`config.mk`:
```
export PLATFORM = sky130hd
export DESIGN_NAME = ccr_top
export DESIGN_NICKNAME = d
export VERILOG_FILES = /design/src/core/ccr_top.v
export VERILOG_INCLUDE_DIRS = /design/src /design/src/core
export SDC_FILE = /design/constraint.sdc
export NUM_CORES = 1
export LEC_CHECK = 0
export BUFFER_PORTS_ARGS = -buffer_cell sky130_fd_sc_hd__buf_2
export CELL_PAD_IN_SITES_DETAIL_PLACEMENT = 0
export CELL_PAD_IN_SITES_GLOBAL_PLACEMENT = 1
export CORE_MARGIN = 2
export CORE_UTILIZATION = 35
export DETAILED_ROUTE_END_ITERATION = 10
export GPL_TIMING_DRIVEN = 0
export PLACE_DENSITY = 0.89
export REMOVE_ABC_BUFFERS = 1
export SLEW_MARGIN = 10
export SYNTH_ARGS = -nofsm -noshare
export SYNTH_HDL_FRONTEND = slang
export SYNTH_SLANG_ARGS = --single-unit
```
`constraint.sdc`:
```
create_clock -name MCLK -period 3.4 [get_ports MCLK]
set_input_delay 0.17 -clock MCLK [delete_from_list [all_inputs] [get_ports MCLK]]
set_output_delay 0.17 -clock MCLK [all_outputs]
set_load 0.03 [all_outputs]
```
`src/core/ccr_defs.vh`:
```
// constants for the core clock, reset and interrupt input block
`ifndef CCR_DEFS_VH
`define CCR_DEFS_VH

// apb register byte offsets
`define CCR_A_STATUS 12'h000
`define CCR_A_ENABLE 12'h004
`define CCR_A_CLEAR 12'h008
`define CCR_A_CTRL 12'h00C
`define CCR_A_IDENT 12'h010
`define CCR_A_RATIO 12'h014

// status, enable and clear bit positions
`define CCR_EV_FPU 0
`define CCR_EV_MASKABLE_IRQ_IN 1
`define CCR_EV_TEST 2
`define CCR_EV_FCLR 3
`define CCR_EV_W 4

// control register bits and reset value
`define CCR_CTRL_IF 0
`define CCR_CTRL_TEST 1
`define CCR_CTRL_RST 2'h0

// ratio register fields
`define CCR_RF_MUL_HI 3
`define CCR_RF_RNG_LO 4
`define CCR_RF_RNG_HI 5
`define CCR_RF_TST 6
`define CCR_RF_SEL_LO 8
`define CCR_RF_SEL_HI 10

// identification ranges
`define CCR_RNG_EARLY 2'h0
`define CCR_RNG_MID 2'h1
`define CCR_RNG_LATE 2'h2

// multiplier values
`define CCR_X4 4'h4
`define CCR_X5 4'h5
`define CCR_X6 4'h6
`define CCR_X7 4'h7
`define CCR_X8 4'h8
`define CCR_X9 4'h9
`define CCR_X10 4'hA

// fpu error clear i/o addresses
`define CCR_IO_FCLR0 16'h00F0
`define CCR_IO_FCLR1 16'h00F1

// cache invalidation walk
`define CCR_LINE_W 8
`define CCR_LINE_LAST 8'hFF
`define CCR_LINE_ZERO 8'h00

// misc
`define CCR_ZERO32 32'h0000_0000
`define CCR_SEL_RST 3'h0
`define CCR_MUL_RST 4'h4

`endif

```
`src/core/ccr_top.v`:
```
// core clock ratio, reset sequencing and interrupt input logic
//
// Chosen here: register access over APB and the placing of the registers.
`timescale 1ns/1ps
`include "ccr_defs.vh"

// Function
// - clock is bus-synchronous common timing reference
// - pll multiplies system clock, up to ten
// - three select inputs choose core ratio
// - select msb only honoured on latest revision
// - ident register value picks ratio table
// - earliest table: 4 test,6,7,5
// - middle table: 4 test,6,7,8
// - latest table: 4t,10,9,5,4,6,7,8
// - reset aborts all, restarts from known state
// - reset invalidates every cache line
// - reset async, synchronized to clock edge
// - no warm reset input, done in software
// - level irq input enters service routine
// - irq ignored while interrupt flag clear
// - fpu error asserts error interrupt output
// - out to f0h or f1h clears it
module ccr_top #(
  // identification value and range starts, values arbitrary
  parameter [7:0] IDENT_VALUE = 8'h24,
  parameter [7:0] IDENT_MID_MIN = 8'h10,
  parameter [7:0] IDENT_LATE_MIN = 8'h20
) (
  // clock and reset
  input wire MCLK,
  input wire RST_N,
  // apb slave
  input wire PSEL,
  input wire PENABLE,
  input wire PWRITE,
  input wire [11:0] PADDR,
  input wire [31:0] PWDATA,
  output wire [31:0] PRDATA,
  output wire PREADY,
  output wire PSLVERR,
  // board straps
  input wire [2:0] CORE_RATIO_SELECT,
  // pll control
  output wire [3:0] PLL_MULT,
  output wire PLL_TEST_ONLY,
  // core reset and cache invalidation
  output wire CORE_RST_N,
  output wire CACHE_INV_WE,
  output wire [7:0] CACHE_INV_IDX,
  // maskable interrupt
  input wire MASKABLE_IRQ_IN,
  input wire IRQ_DONE,
  output wire IRQ_TAKE,
  // fpu error interrupt
  input wire FPU_ERROR,
  input wire IO_WR,
  input wire [15:0] IO_ADDR,
  output wire FPU_ERROR_IRQ_OUT,
  // block interrupt
  output wire INT_OUT
);

  localparam [1:0] ST_RESET = 2'h0;
  localparam [1:0] ST_INVAL = 2'h1;
  localparam [1:0] ST_RUN = 2'h2;

  // reset synchronizer
  reg rst_m_r;
  reg rst_s_r;
  // strap and irq synchronizers
  reg [2:0] sel_m_r;
  reg [2:0] sel_s_r;
  reg irq_m_r;
  reg irq_s_r;
  // sequencer
  reg [1:0] state_r;
  reg [1:0] state_nxt;
  reg [7:0] line_r;
  reg [7:0] line_nxt;
  reg inv_we_r;
  reg core_rst_n_r;
  // ratio
  reg [3:0] mult_r;
  reg tst_r;
  reg [2:0] sel_hold_r;
  reg [3:0] dec_mult;
  reg dec_tst;
  reg [1:0] rng;
  // interrupts
  reg busy_r;
  reg take_r;
  reg fpu_irq_r;
  reg [3:0] stat_r;
  reg [3:0] stat_nxt;
  reg [3:0] en_r;
  reg [1:0] ctrl_r;
  reg int_r;
  // apb
  reg [31:0] rdata_r;
  reg ready_r;
  reg err_r;
  reg [31:0] rd_mux;
  reg rd_hit;
  wire acc;
  wire take;
  wire fclr;
  wire [3:0] ev;
  wire [3:0] clr;

  // identification range lookup
  always @* begin
    if (IDENT_VALUE >= IDENT_LATE_MIN) begin
      rng = `CCR_RNG_LATE;
    end else if (IDENT_VALUE >= IDENT_MID_MIN) begin
      rng = `CCR_RNG_MID;
    end else begin
      rng = `CCR_RNG_EARLY;
    end
  end

  // ratio table decode
  always @* begin
    dec_mult = `CCR_X4;
    dec_tst = 1'b0;
    if (rng == `CCR_RNG_LATE) begin
      case (sel_s_r)
        3'h0: begin
          dec_mult = `CCR_X4;
          dec_tst = 1'b1;
        end
        3'h1: dec_mult = `CCR_X10;
        3'h2: dec_mult = `CCR_X9;
        3'h3: dec_mult = `CCR_X5;
        3'h4: dec_mult = `CCR_X4;
        3'h5: dec_mult = `CCR_X6;
        3'h6: dec_mult = `CCR_X7;
        default: dec_mult = `CCR_X8;
      endcase
    end else begin
      case (sel_s_r[1:0])
        2'h0: begin
          dec_mult = `CCR_X4;
          dec_tst = 1'b1;
        end
        2'h1: dec_mult = `CCR_X6;
        2'h2: dec_mult = `CCR_X7;
        default: begin
          if (rng == `CCR_RNG_MID) begin
            dec_mult = `CCR_X8;
          end else begin
            dec_mult = `CCR_X5;
          end
        end
      endcase
    end
  end

  // reset synchronizer, release on a defined edge
  always @(posedge MCLK or negedge RST_N) begin
    if (!RST_N) begin
      rst_m_r <= 1'b0;
      rst_s_r <= 1'b0;
    end else begin
      rst_m_r <= 1'b1;
      rst_s_r <= rst_m_r;
    end
  end

  // pin synchronizers
  always @(posedge MCLK or negedge RST_N) begin
    if (!RST_N) begin
      sel_m_r <= `CCR_SEL_RST;
      sel_s_r <= `CCR_SEL_RST;
      irq_m_r <= 1'b0;
      irq_s_r <= 1'b0;
    end else begin
      sel_m_r <= CORE_RATIO_SELECT;
      sel_s_r <= sel_m_r;
      irq_m_r <= MASKABLE_IRQ_IN;
      irq_s_r <= irq_m_r;
    end
  end

  // reset sequencer: hold core in reset and walk cache lines
  always @* begin
    state_nxt = state_r;
    line_nxt = line_r;
    case (state_r)
      ST_RESET: begin
        line_nxt = `CCR_LINE_ZERO;
        if (rst_s_r) begin
          state_nxt = ST_INVAL;
        end
      end
      ST_INVAL: begin
        line_nxt = line_r + 8'h01;
        if (line_r == `CCR_LINE_LAST) begin
          state_nxt = ST_RUN;
          line_nxt = `CCR_LINE_ZERO;
        end
      end
      ST_RUN: begin
        line_nxt = `CCR_LINE_ZERO;
      end
      default: begin
        state_nxt = ST_RESET;
        line_nxt = `CCR_LINE_ZERO;
      end
    endcase
  end

  // only the cold reset pin exists; warm reset is software
  always @(posedge MCLK or negedge RST_N) begin
    if (!RST_N) begin
      state_r <= ST_RESET;
      line_r <= `CCR_LINE_ZERO;
      inv_we_r <= 1'b0;
      core_rst_n_r <= 1'b0;
    end else begin
      state_r <= state_nxt;
      line_r <= line_nxt;
      inv_we_r <= (state_nxt == ST_INVAL);
      core_rst_n_r <= (state_nxt == ST_RUN);
    end
  end

  // ratio captured while core reset held, frozen in run
  always @(posedge MCLK or negedge RST_N) begin
    if (!RST_N) begin
      mult_r <= `CCR_MUL_RST;
      tst_r <= 1'b0;
      sel_hold_r <= `CCR_SEL_RST;
    end else if (state_r == ST_INVAL) begin
      mult_r <= dec_mult;
      tst_r <= dec_tst;
      sel_hold_r <= sel_s_r;
    end
  end

  // maskable interrupt acceptance
  assign take = irq_s_r & ctrl_r[`CCR_CTRL_IF] & ~busy_r & (state_r == ST_RUN);

  always @(posedge MCLK or negedge RST_N) begin
    if (!RST_N) begin
      busy_r <= 1'b0;
      take_r <= 1'b0;
    end else begin
      take_r <= take;
      if (take) begin
        busy_r <= 1'b1;
      end else if (IRQ_DONE | (state_r != ST_RUN)) begin
        busy_r <= 1'b0;
      end
    end
  end

  // fpu error interrupt, set wins over clear
  assign fclr = IO_WR & ((IO_ADDR == `CCR_IO_FCLR0) | (IO_ADDR == `CCR_IO_FCLR1));

  always @(posedge MCLK or negedge RST_N) begin
    if (!RST_N) begin
      fpu_irq_r <= 1'b0;
    end else if (state_r != ST_RUN) begin
      fpu_irq_r <= 1'b0;
    end else if (FPU_ERROR) begin
      fpu_irq_r <= 1'b1;
    end else if (fclr) begin
      fpu_irq_r <= 1'b0;
    end
  end

  // apb handshake: one wait state, write at the ready edge
  assign acc = PSEL & PENABLE & ready_r;

  always @* begin
    rd_mux = `CCR_ZERO32;
    rd_hit = 1'b1;
    case (PADDR)
      `CCR_A_STATUS: rd_mux[`CCR_EV_W-1:0] = stat_r;
      `CCR_A_ENABLE: rd_mux[`CCR_EV_W-1:0] = en_r;
      `CCR_A_CLEAR: rd_mux = `CCR_ZERO32;
      `CCR_A_CTRL: rd_mux[`CCR_CTRL_TEST:0] = ctrl_r;
      `CCR_A_IDENT: rd_mux[7:0] = IDENT_VALUE;
      `CCR_A_RATIO: begin
        rd_mux[`CCR_RF_MUL_HI:0] = mult_r;
        rd_mux[`CCR_RF_RNG_HI:`CCR_RF_RNG_LO] = rng;
        rd_mux[`CCR_RF_TST] = tst_r;
        rd_mux[`CCR_RF_SEL_HI:`CCR_RF_SEL_LO] = sel_hold_r;
      end
      default: rd_hit = 1'b0;
    endcase
  end

  always @(posedge MCLK or negedge RST_N) begin
    if (!RST_N) begin
      ready_r <= 1'b0;
      rdata_r <= `CCR_ZERO32;
      err_r <= 1'b0;
    end else begin
      ready_r <= PSEL & PENABLE & ~ready_r;
      if (PSEL & PENABLE & ~ready_r) begin
        rdata_r <= PWRITE ? `CCR_ZERO32 : rd_mux;
        err_r <= ~rd_hit;
      end else begin
        err_r <= 1'b0;
      end
    end
  end

  // event bits: fpu error, irq taken, test-only ratio, fpu clear
  assign ev[`CCR_EV_FPU] = FPU_ERROR & (state_r == ST_RUN);
  assign ev[`CCR_EV_MASKABLE_IRQ_IN] = take;
  assign ev[`CCR_EV_TEST] = (state_r == ST_INVAL) & (state_nxt == ST_RUN) & tst_r;
  assign ev[`CCR_EV_FCLR] = fclr & (state_r == ST_RUN);
  assign clr = (acc & PWRITE & (PADDR == `CCR_A_CLEAR)) ? PWDATA[`CCR_EV_W-1:0] : 4'h0;

  always @* begin
    stat_nxt = (stat_r & ~clr) | ev;
  end

  always @(posedge MCLK or negedge RST_N) begin
    if (!RST_N) begin
      stat_r <= 4'h0;
      en_r <= 4'h0;
      ctrl_r <= `CCR_CTRL_RST;
      int_r <= 1'b0;
    end else begin
      stat_r <= stat_nxt;
      int_r <= |(stat_r & en_r);
      if (acc & PWRITE & (PADDR == `CCR_A_ENABLE)) begin
        en_r <= PWDATA[`CCR_EV_W-1:0];
      end
      if (acc & PWRITE & (PADDR == `CCR_A_CTRL)) begin
        ctrl_r <= PWDATA[`CCR_CTRL_TEST:0];
      end
    end
  end

  // outputs, all straight from flip-flops; MCLK is the bus reference
  assign PRDATA = rdata_r;
  assign PREADY = ready_r;
  assign PSLVERR = err_r;
  assign PLL_MULT = mult_r;
  assign PLL_TEST_ONLY = tst_r;
  assign CORE_RST_N = core_rst_n_r;
  assign CACHE_INV_WE = inv_we_r;
  assign CACHE_INV_IDX = line_r;
  assign IRQ_TAKE = take_r;
  assign FPU_ERROR_IRQ_OUT = fpu_irq_r;
  assign INT_OUT = int_r;

endmodule // ccr_top

```
==> flow_metrics.tcl, run 1 <==
set metrics [dict create \
    power.leakage_nw 1.498 \
    drtIter0Drc 68 \
    rsz0062_at_grt "no" \
    switching_share_pct 33.81 \
    cp_max_fo 5 \
    r2r_start "PREADY$_DFF_PN0_" \
    synthToLayoutAreaGrowth_pct 19.60 \
    layout-drive-gt1-share_pct 29.70 \
    ant_nets 0 \
    viasPerCell 4.774 \
    cts_buffers 5 \
    gp_congestion 0.7320 \
    final_common_cell "buf_2" \
    slew_headroom_pct 54.69 \
    antenna_found_initial 0 \
    grt_pass1_vias 1785 \
    clk_pin_slew_ps 90 \
    critical_path.top_delay_family "simple AND/OR/NAND/NOR gates" \
    synth.area.mux_share_pct 5.087 \
    slew_viol_final 0 \
    seqPwrFrac_pct 53.4 \
    vias 1905 \
    wl_met1_um 2282 \
    status "finished, final reports clean" \
    top_layer "met4" \
    crit_buf_inv 0 \
    insertion_delay_ps 300 \
    ys.flop_type "dfrtp_1" \
    yosysWarnings 0 \
    final_cell_mix "70 x buf_2, 54 x dfrtp_1, 27 x nand2_1, 24 x conb_1, 15 x nor2_1" \
    max-cap-violations 0 \
    die_area_um2 7861 \
    cpMaxStageDelayCell "nor3b_1" \
    syn_inst 227 \
    io-pin-count 124 \
    track_usage_pct 13.54 \
    p_sw_mw 0.4907 \
    min_period_ps 1794 \
    fin_hold_ws_ps 97.73 \
    hp-start "PWDATA[2]" \
    yosys.area.top_type_share_pct 53.87 \
    synth_cell_type_count 46 \
    dp_hpwl_um 3779 \
    fillers 682 \
    cp.required_ps 3590 \
    synth_seq_cells 55 \
    critPathMaxStageDelay_ps 580 \
    start_util_pct 36.52 \
    startpoint_type "flip-flop" \
    min_period_over_period_pct 52.77 \
    hold_path.class "input port to flip-flop" \
    p_int_mw 0.9605 \
    yosys.area_share.adder_pct 0.4988 \
    async_reset_ff_share_pct 100.0 \
    multiInputGateArea_um2 1002 \
    synth_top_cell_by_area "dfrtp_1" \
    synthTopCellsByArea "dfrtp_1 54%, buf_4 6.9%, nand2_1 4.0%, nor2_1 2.2%, nand3_1 2.2%" \
    drt-total-wl_um 5122 \
    synthXorXnorAreaFrac_pct 2.444 \
    finalHoldViolations 0 \
    netlist_area_um2 2509 \
    p_clk_share_pct 23.8 \
    synth-compound-area-share_pct 8.978 \
    grt_pass1_wl_um 8321 \
    wl_met2_um 2443 \
    die_h_um 88.66 \
    clk_path_buf_depth 2 \
    drc 0 \
    layout.area.seq_um2 1378 \
    path_cells "nand4_1, nor3b_1, and3_4, mux2_4" \
    clock.fmax_mhz 557.4 \
    synth_top_family_by_area "simple AND/OR/NAND/NOR gates" \
    grt_overflow 0 \
    peakVddDrop_mv 0.4497 \
    htree_levels 2 \
    nets 375 \
    end_kind "flip-flop" \
    synth_edf_count 0 \
    ctsRootBufferMaster "clkbuf_8" \
    fp-row-count 30 \
    grt_max_degree 56 \
    port_buffers 71 \
    syn_area_per_cell_um2 11.05 \
    coreArea_um2 6869 \
    cts_tree "done" \
    dr.pass1.iters 4 \
    skew_ps 5.077 \
    setup_violations 0 \
    seq_area_frac_synth_pct 54.91 \
    fin_tns_setup_ps 0 \
    critPathLaunch "PREADY$_DFF_PN0_" \
    wl_met3_um 376 \
    wire_per_inst_um 12.84 \
    synthSimpleGateAreaFrac_pct 19.35 \
    p_per_area_nw_per_um2 483.7 \
    combPwrFrac_pct 22.8 \
    postCtsSetupRepairBufs 0 \
    path_class "flip-flop to flip-flop" \
    die_w_um 88.66 \
    diodes 0 \
    cts.sinks 55 \
    cp.arrival_ps 1990 \
    tightest_slew_ps 679.7 \
]
## cell families after synthesis
kind of cell             Yosys count
AO/OA/AOI/OAI                     32
XOR/XNOR                           7
adder cells (fa/ha/maj)            1
buffers and inverters             33
other                              2
flip-flops                        55
multiplexers                      11
AND/OR/NAND/NOR                   86
## cells in the mapped netlist, drive strengths merged, types with 2 or more instances
cell type	n
xor2	5
mux2	8
and3	3
a22oi	3
nand2b	3
a21oi	4
nor4	3
nor2b	3
xnor2	2
a21o	2
dfrtp	54
inv	3
nor4b	2
o21ai	9
nor3	5
nand4b	4
nor2	15
nand3	12
or4	2
a211oi	3
conb	2
buf	25
mux2i	3
nand4	3
a32oi	2
a32o	3
clkbuf	5
a22o	3
nor3b	2
nand2	27
## final timing paths
kind                                           endpoint  slack, ps  cells past startpoint
worst max-delay path              ctrl_r[1]$_DFFE_PN0P_       1610                      4
worst min-delay path                en_r[2]$_DFFE_PN0P_        100                      2
worst max register to register    ctrl_r[1]$_DFFE_PN0P_       1610                      4
worst min register to register     sel_s_r[1]$_DFF_PN0_        350                      0
max in group asynchronous       PLL_MULT[0]$_DFFE_PN0P_       2480                      2
min in group asynchronous             irq_s_r$_DFF_PN0_        440                      2
## cell type report
| type | count | area share (%) |
|---|---|---|
| tap | 96 | 4.003 |
| multi-input combinational | 161 | 33.40 |
| timing repair buffer | 76 | 13.59 |
| sequential | 55 | 45.91 |
| inverter | 3 | 0.3753 |
| clock buffer | 7 | 2.544 |
| clock inverter | 1 | 0.1668 |
## power by group through the flow
stage	Sequential (mW)	Combinational [mW]	Clock, mW
3_3_place_gp	0.782	0.322	0
6_report	0.775	0.331	0.346
2_1_floorplan	0.863	0.130	0
3_5_place_dp	0.783	0.330	0
4_1_cts	0.773	0.333	0.355
5_1_grt	0.786	0.367	0.387
## stage by stage
stage | area (µm²) | power (mW) | utilization (%) | cells | worst slack (ps)
after global routing | 3000 | 1.539 | 43.68 | 399 | 1368
final | 3000 | 1.451 | 43.68 | 399 | 1606
after CTS | 2988 | 1.461 | 43.50 | 398 | 1603
after global placement | 2867 | 1.104 | 41.73 | 386 | 1466
after detailed placement | 2867 | 1.113 | 41.73 | 386 | 1447
after floorplan | 2391 | 0.9924 | - | 219 | 1661
## per-layer routing
layer  GRT usage [%]  vias up
li1                -      895
met3           4.104        2
met2           22.25       68
met5               0        -
met4           2.893        0
met1           17.78      940
## state kept, by name, summed over array words and instances (netlist names), 2 cells and up
signal / cells
CACHE_INV_IDX: 8
sel_s_r: 3
ctrl_r: 2
sel_m_r: 3
sel_hold_r: 3
stat_r: 4
en_r: 4
PLL_MULT: 4
state_r: 2
PRDATA: 9
## timing repair
action	in CTS	in global routing
resized for setup	0	0
hold buffers	4	1
hold endpoints to repair	4	54
No activity file was read; power rests on OpenSTA's default activity.
==> run 2, diff against run 1 <==
Settings changed: CORE_UTILIZATION 35 to 30, PLACE_DENSITY 0.89 to 0.82.
Clock period 3.4 ns to 1.5 ns, I/O delays scaled along.
==> flow_metrics.tcl, run 2 (synthesis gave the netlist of run 1 again) <==
set metrics [dict create \
    slew_viol_final 0 \
    r2r_start "PREADY$_DFF_PN0_" \
    max-cap-violations 0 \
    coreArea_um2 8175 \
    peakVddDrop_mv 0.9675 \
    drc 0 \
    fillers 872 \
    nets 380 \
    gp_congestion 0.7658 \
    drt-total-wl_um 5280 \
    grt_max_degree 56 \
    finalHoldViolations 0 \
    largest_reg_flops 9 \
    final_common_cell "buf_2" \
    tightest_slew_ps 681.2 \
    cpMaxStageDelayCell "dfrtp_1" \
    wire_per_inst_um 12.85 \
    die_area_um2 9110 \
    htree_levels 2 \
    dr.pass1.iters 4 \
    final_cell_mix "70 x buf_2, 54 x dfrtp_1, 27 x nand2_1, 24 x conb_1, 14 x nor2_1" \
    skew_ps 3.669 \
    drtIter0Drc 75 \
    total_power_mw 3.245 \
    start_util_pct 30.69 \
    viasPerCell 4.603 \
    path_class "flip-flop to flip-flop" \
    status "finished, final reports clean" \
    diodes 0 \
    fin_hold_ws_ps 15.55 \
    r2r_end "en_r[2]$_DFFE_PN0P_" \
    r2r_cells 4 \
    power.leakage_nw 1.529 \
    track_usage_pct 12.27 \
    dp_hpwl_um 3896 \
    postLayoutCellArea_um2 3068 \
    cp_max_fo 4 \
    io-pin-count 124 \
    port_buffers 71 \
    whs_endpoint "en_r[3]$_DFFE_PN0P_" \
    startpoint_type "flip-flop" \
    synthToLayoutAreaGrowth_pct 22.29 \
    critPathMaxStageDelay_ps 360 \
    ant_nets 0 \
    p_per_area_nw_per_um2 1058 \
    clk_path_buf_depth 2 \
    insertion_delay_ps 290 \
    final_cell_count_no_fill 411 \
    path_cells "nand4_1, nor4_2, nand3_2, mux2_1" \
    rsz0062_at_grt "yes" \
    grt_pass1_wl_um 8666 \
    critical_path.top_delay_family "simple AND/OR/NAND/NOR gates" \
    cts_tree "done" \
    slew_headroom_pct 54.58 \
    grt_pass1_vias 1818 \
    clock.fmax_mhz 703.1 \
    cts.sinks 55 \
    hold_path.class "input port to flip-flop" \
    layout-drive-gt1-share_pct 32.68 \
    fp-row-count 33 \
    min_period_ps 1422 \
    vias 1892 \
    antenna_found_initial 0 \
    grt_overflow 0 \
    cts_buffers 5 \
    setup_violations 0 \
    hp-start "PWDATA[3]" \
    die_w_um 95.45 \
    cp.required_ps 1680 \
    crit_buf_inv 0 \
    fin_tns_setup_ps 0 \
    cp.arrival_ps 1600 \
    placed_area_um2 2878 \
    end_kind "flip-flop" \
    ctsRootBufferMaster "clkbuf_8" \
    die_h_um 95.45 \
    hold_depth 2 \
    r2r_slack_ps 80 \
    min_period_over_period_pct 94.82 \
    clk_pin_slew_ps 90 \
    place_inst 395 \
]
run 2: cell type report:
cell class / instances / area (µm²) / area share [%]
Multi-Input combinational cell: 161 / 1030 / 33.56
Clock buffer: 6 / 72.57 / 2.365
Inverter: 3 / 11.26 / 0.3670
Timing Repair Buffer: 81 / 445.4 / 14.52
Sequential cell: 55 / 1378 / 44.90
Tap cell: 105 / 131.4 / 4.282
run 2: worst max-delay path by stage:
stage,from,endpoint,slack [ps],cells past startpoint
finish,PREADY$_DFF_PN0_,en_r[2]$_DFFE_PN0P_,80,4
global route,PREADY$_DFF_PN0_,en_r[0]$_DFFE_PN0P_,-40,4
CTS,PREADY$_DFF_PN0_,en_r[2]$_DFFE_PN0P_,30,4
detailed placement,PADDR[0],ctrl_r[1]$_DFFE_PN0P_,-370,5
global placement,PADDR[0],ctrl_r[0]$_DFFE_PN0P_,-340,5
floorplan,PREADY$_DFF_PN0_,ctrl_r[0]$_DFFE_PN0P_,-240,4
run 2: what timing repair did:
action                                 CTS  global route
pin swaps                                2             1
setup buffers                            5             0
hold buffers                             4             1
setup endpoints to repair               18            15
resized for setup                        5             3
endpoints found under the hold margin    4            54
run 2: routing by layer:
layer,GRT usage [%],share of wire (%),vias to the layer above
li1,-,-,908
met2,20.54,48,64
met1,15.48,44,918
met3,3.320,7.5,2
met5,0,0,-
met4,3.810,0.51,0
run 2: per-stage QoR:
step                      util (%)  setup slack, ps
after floorplan                  -           -239.2
after global placement       35.20           -343.5
after detailed placement     35.20           -374.9
after CTS                    37.27            34.09
after global routing         37.53           -40.39
final                        37.53            77.73
run 2: report_power, final:
| group | internal, mW | switching [mW] | total (mW) |
|---|---|---|---|
| clock | 0.312 | 0.413 | 0.726 |
| combinational | 0.246 | 0.523 | 0.769 |
| sequential | 1.61 | 0.144 | 1.75 |
| total | 2.16 | 1.08 | 3.24 |
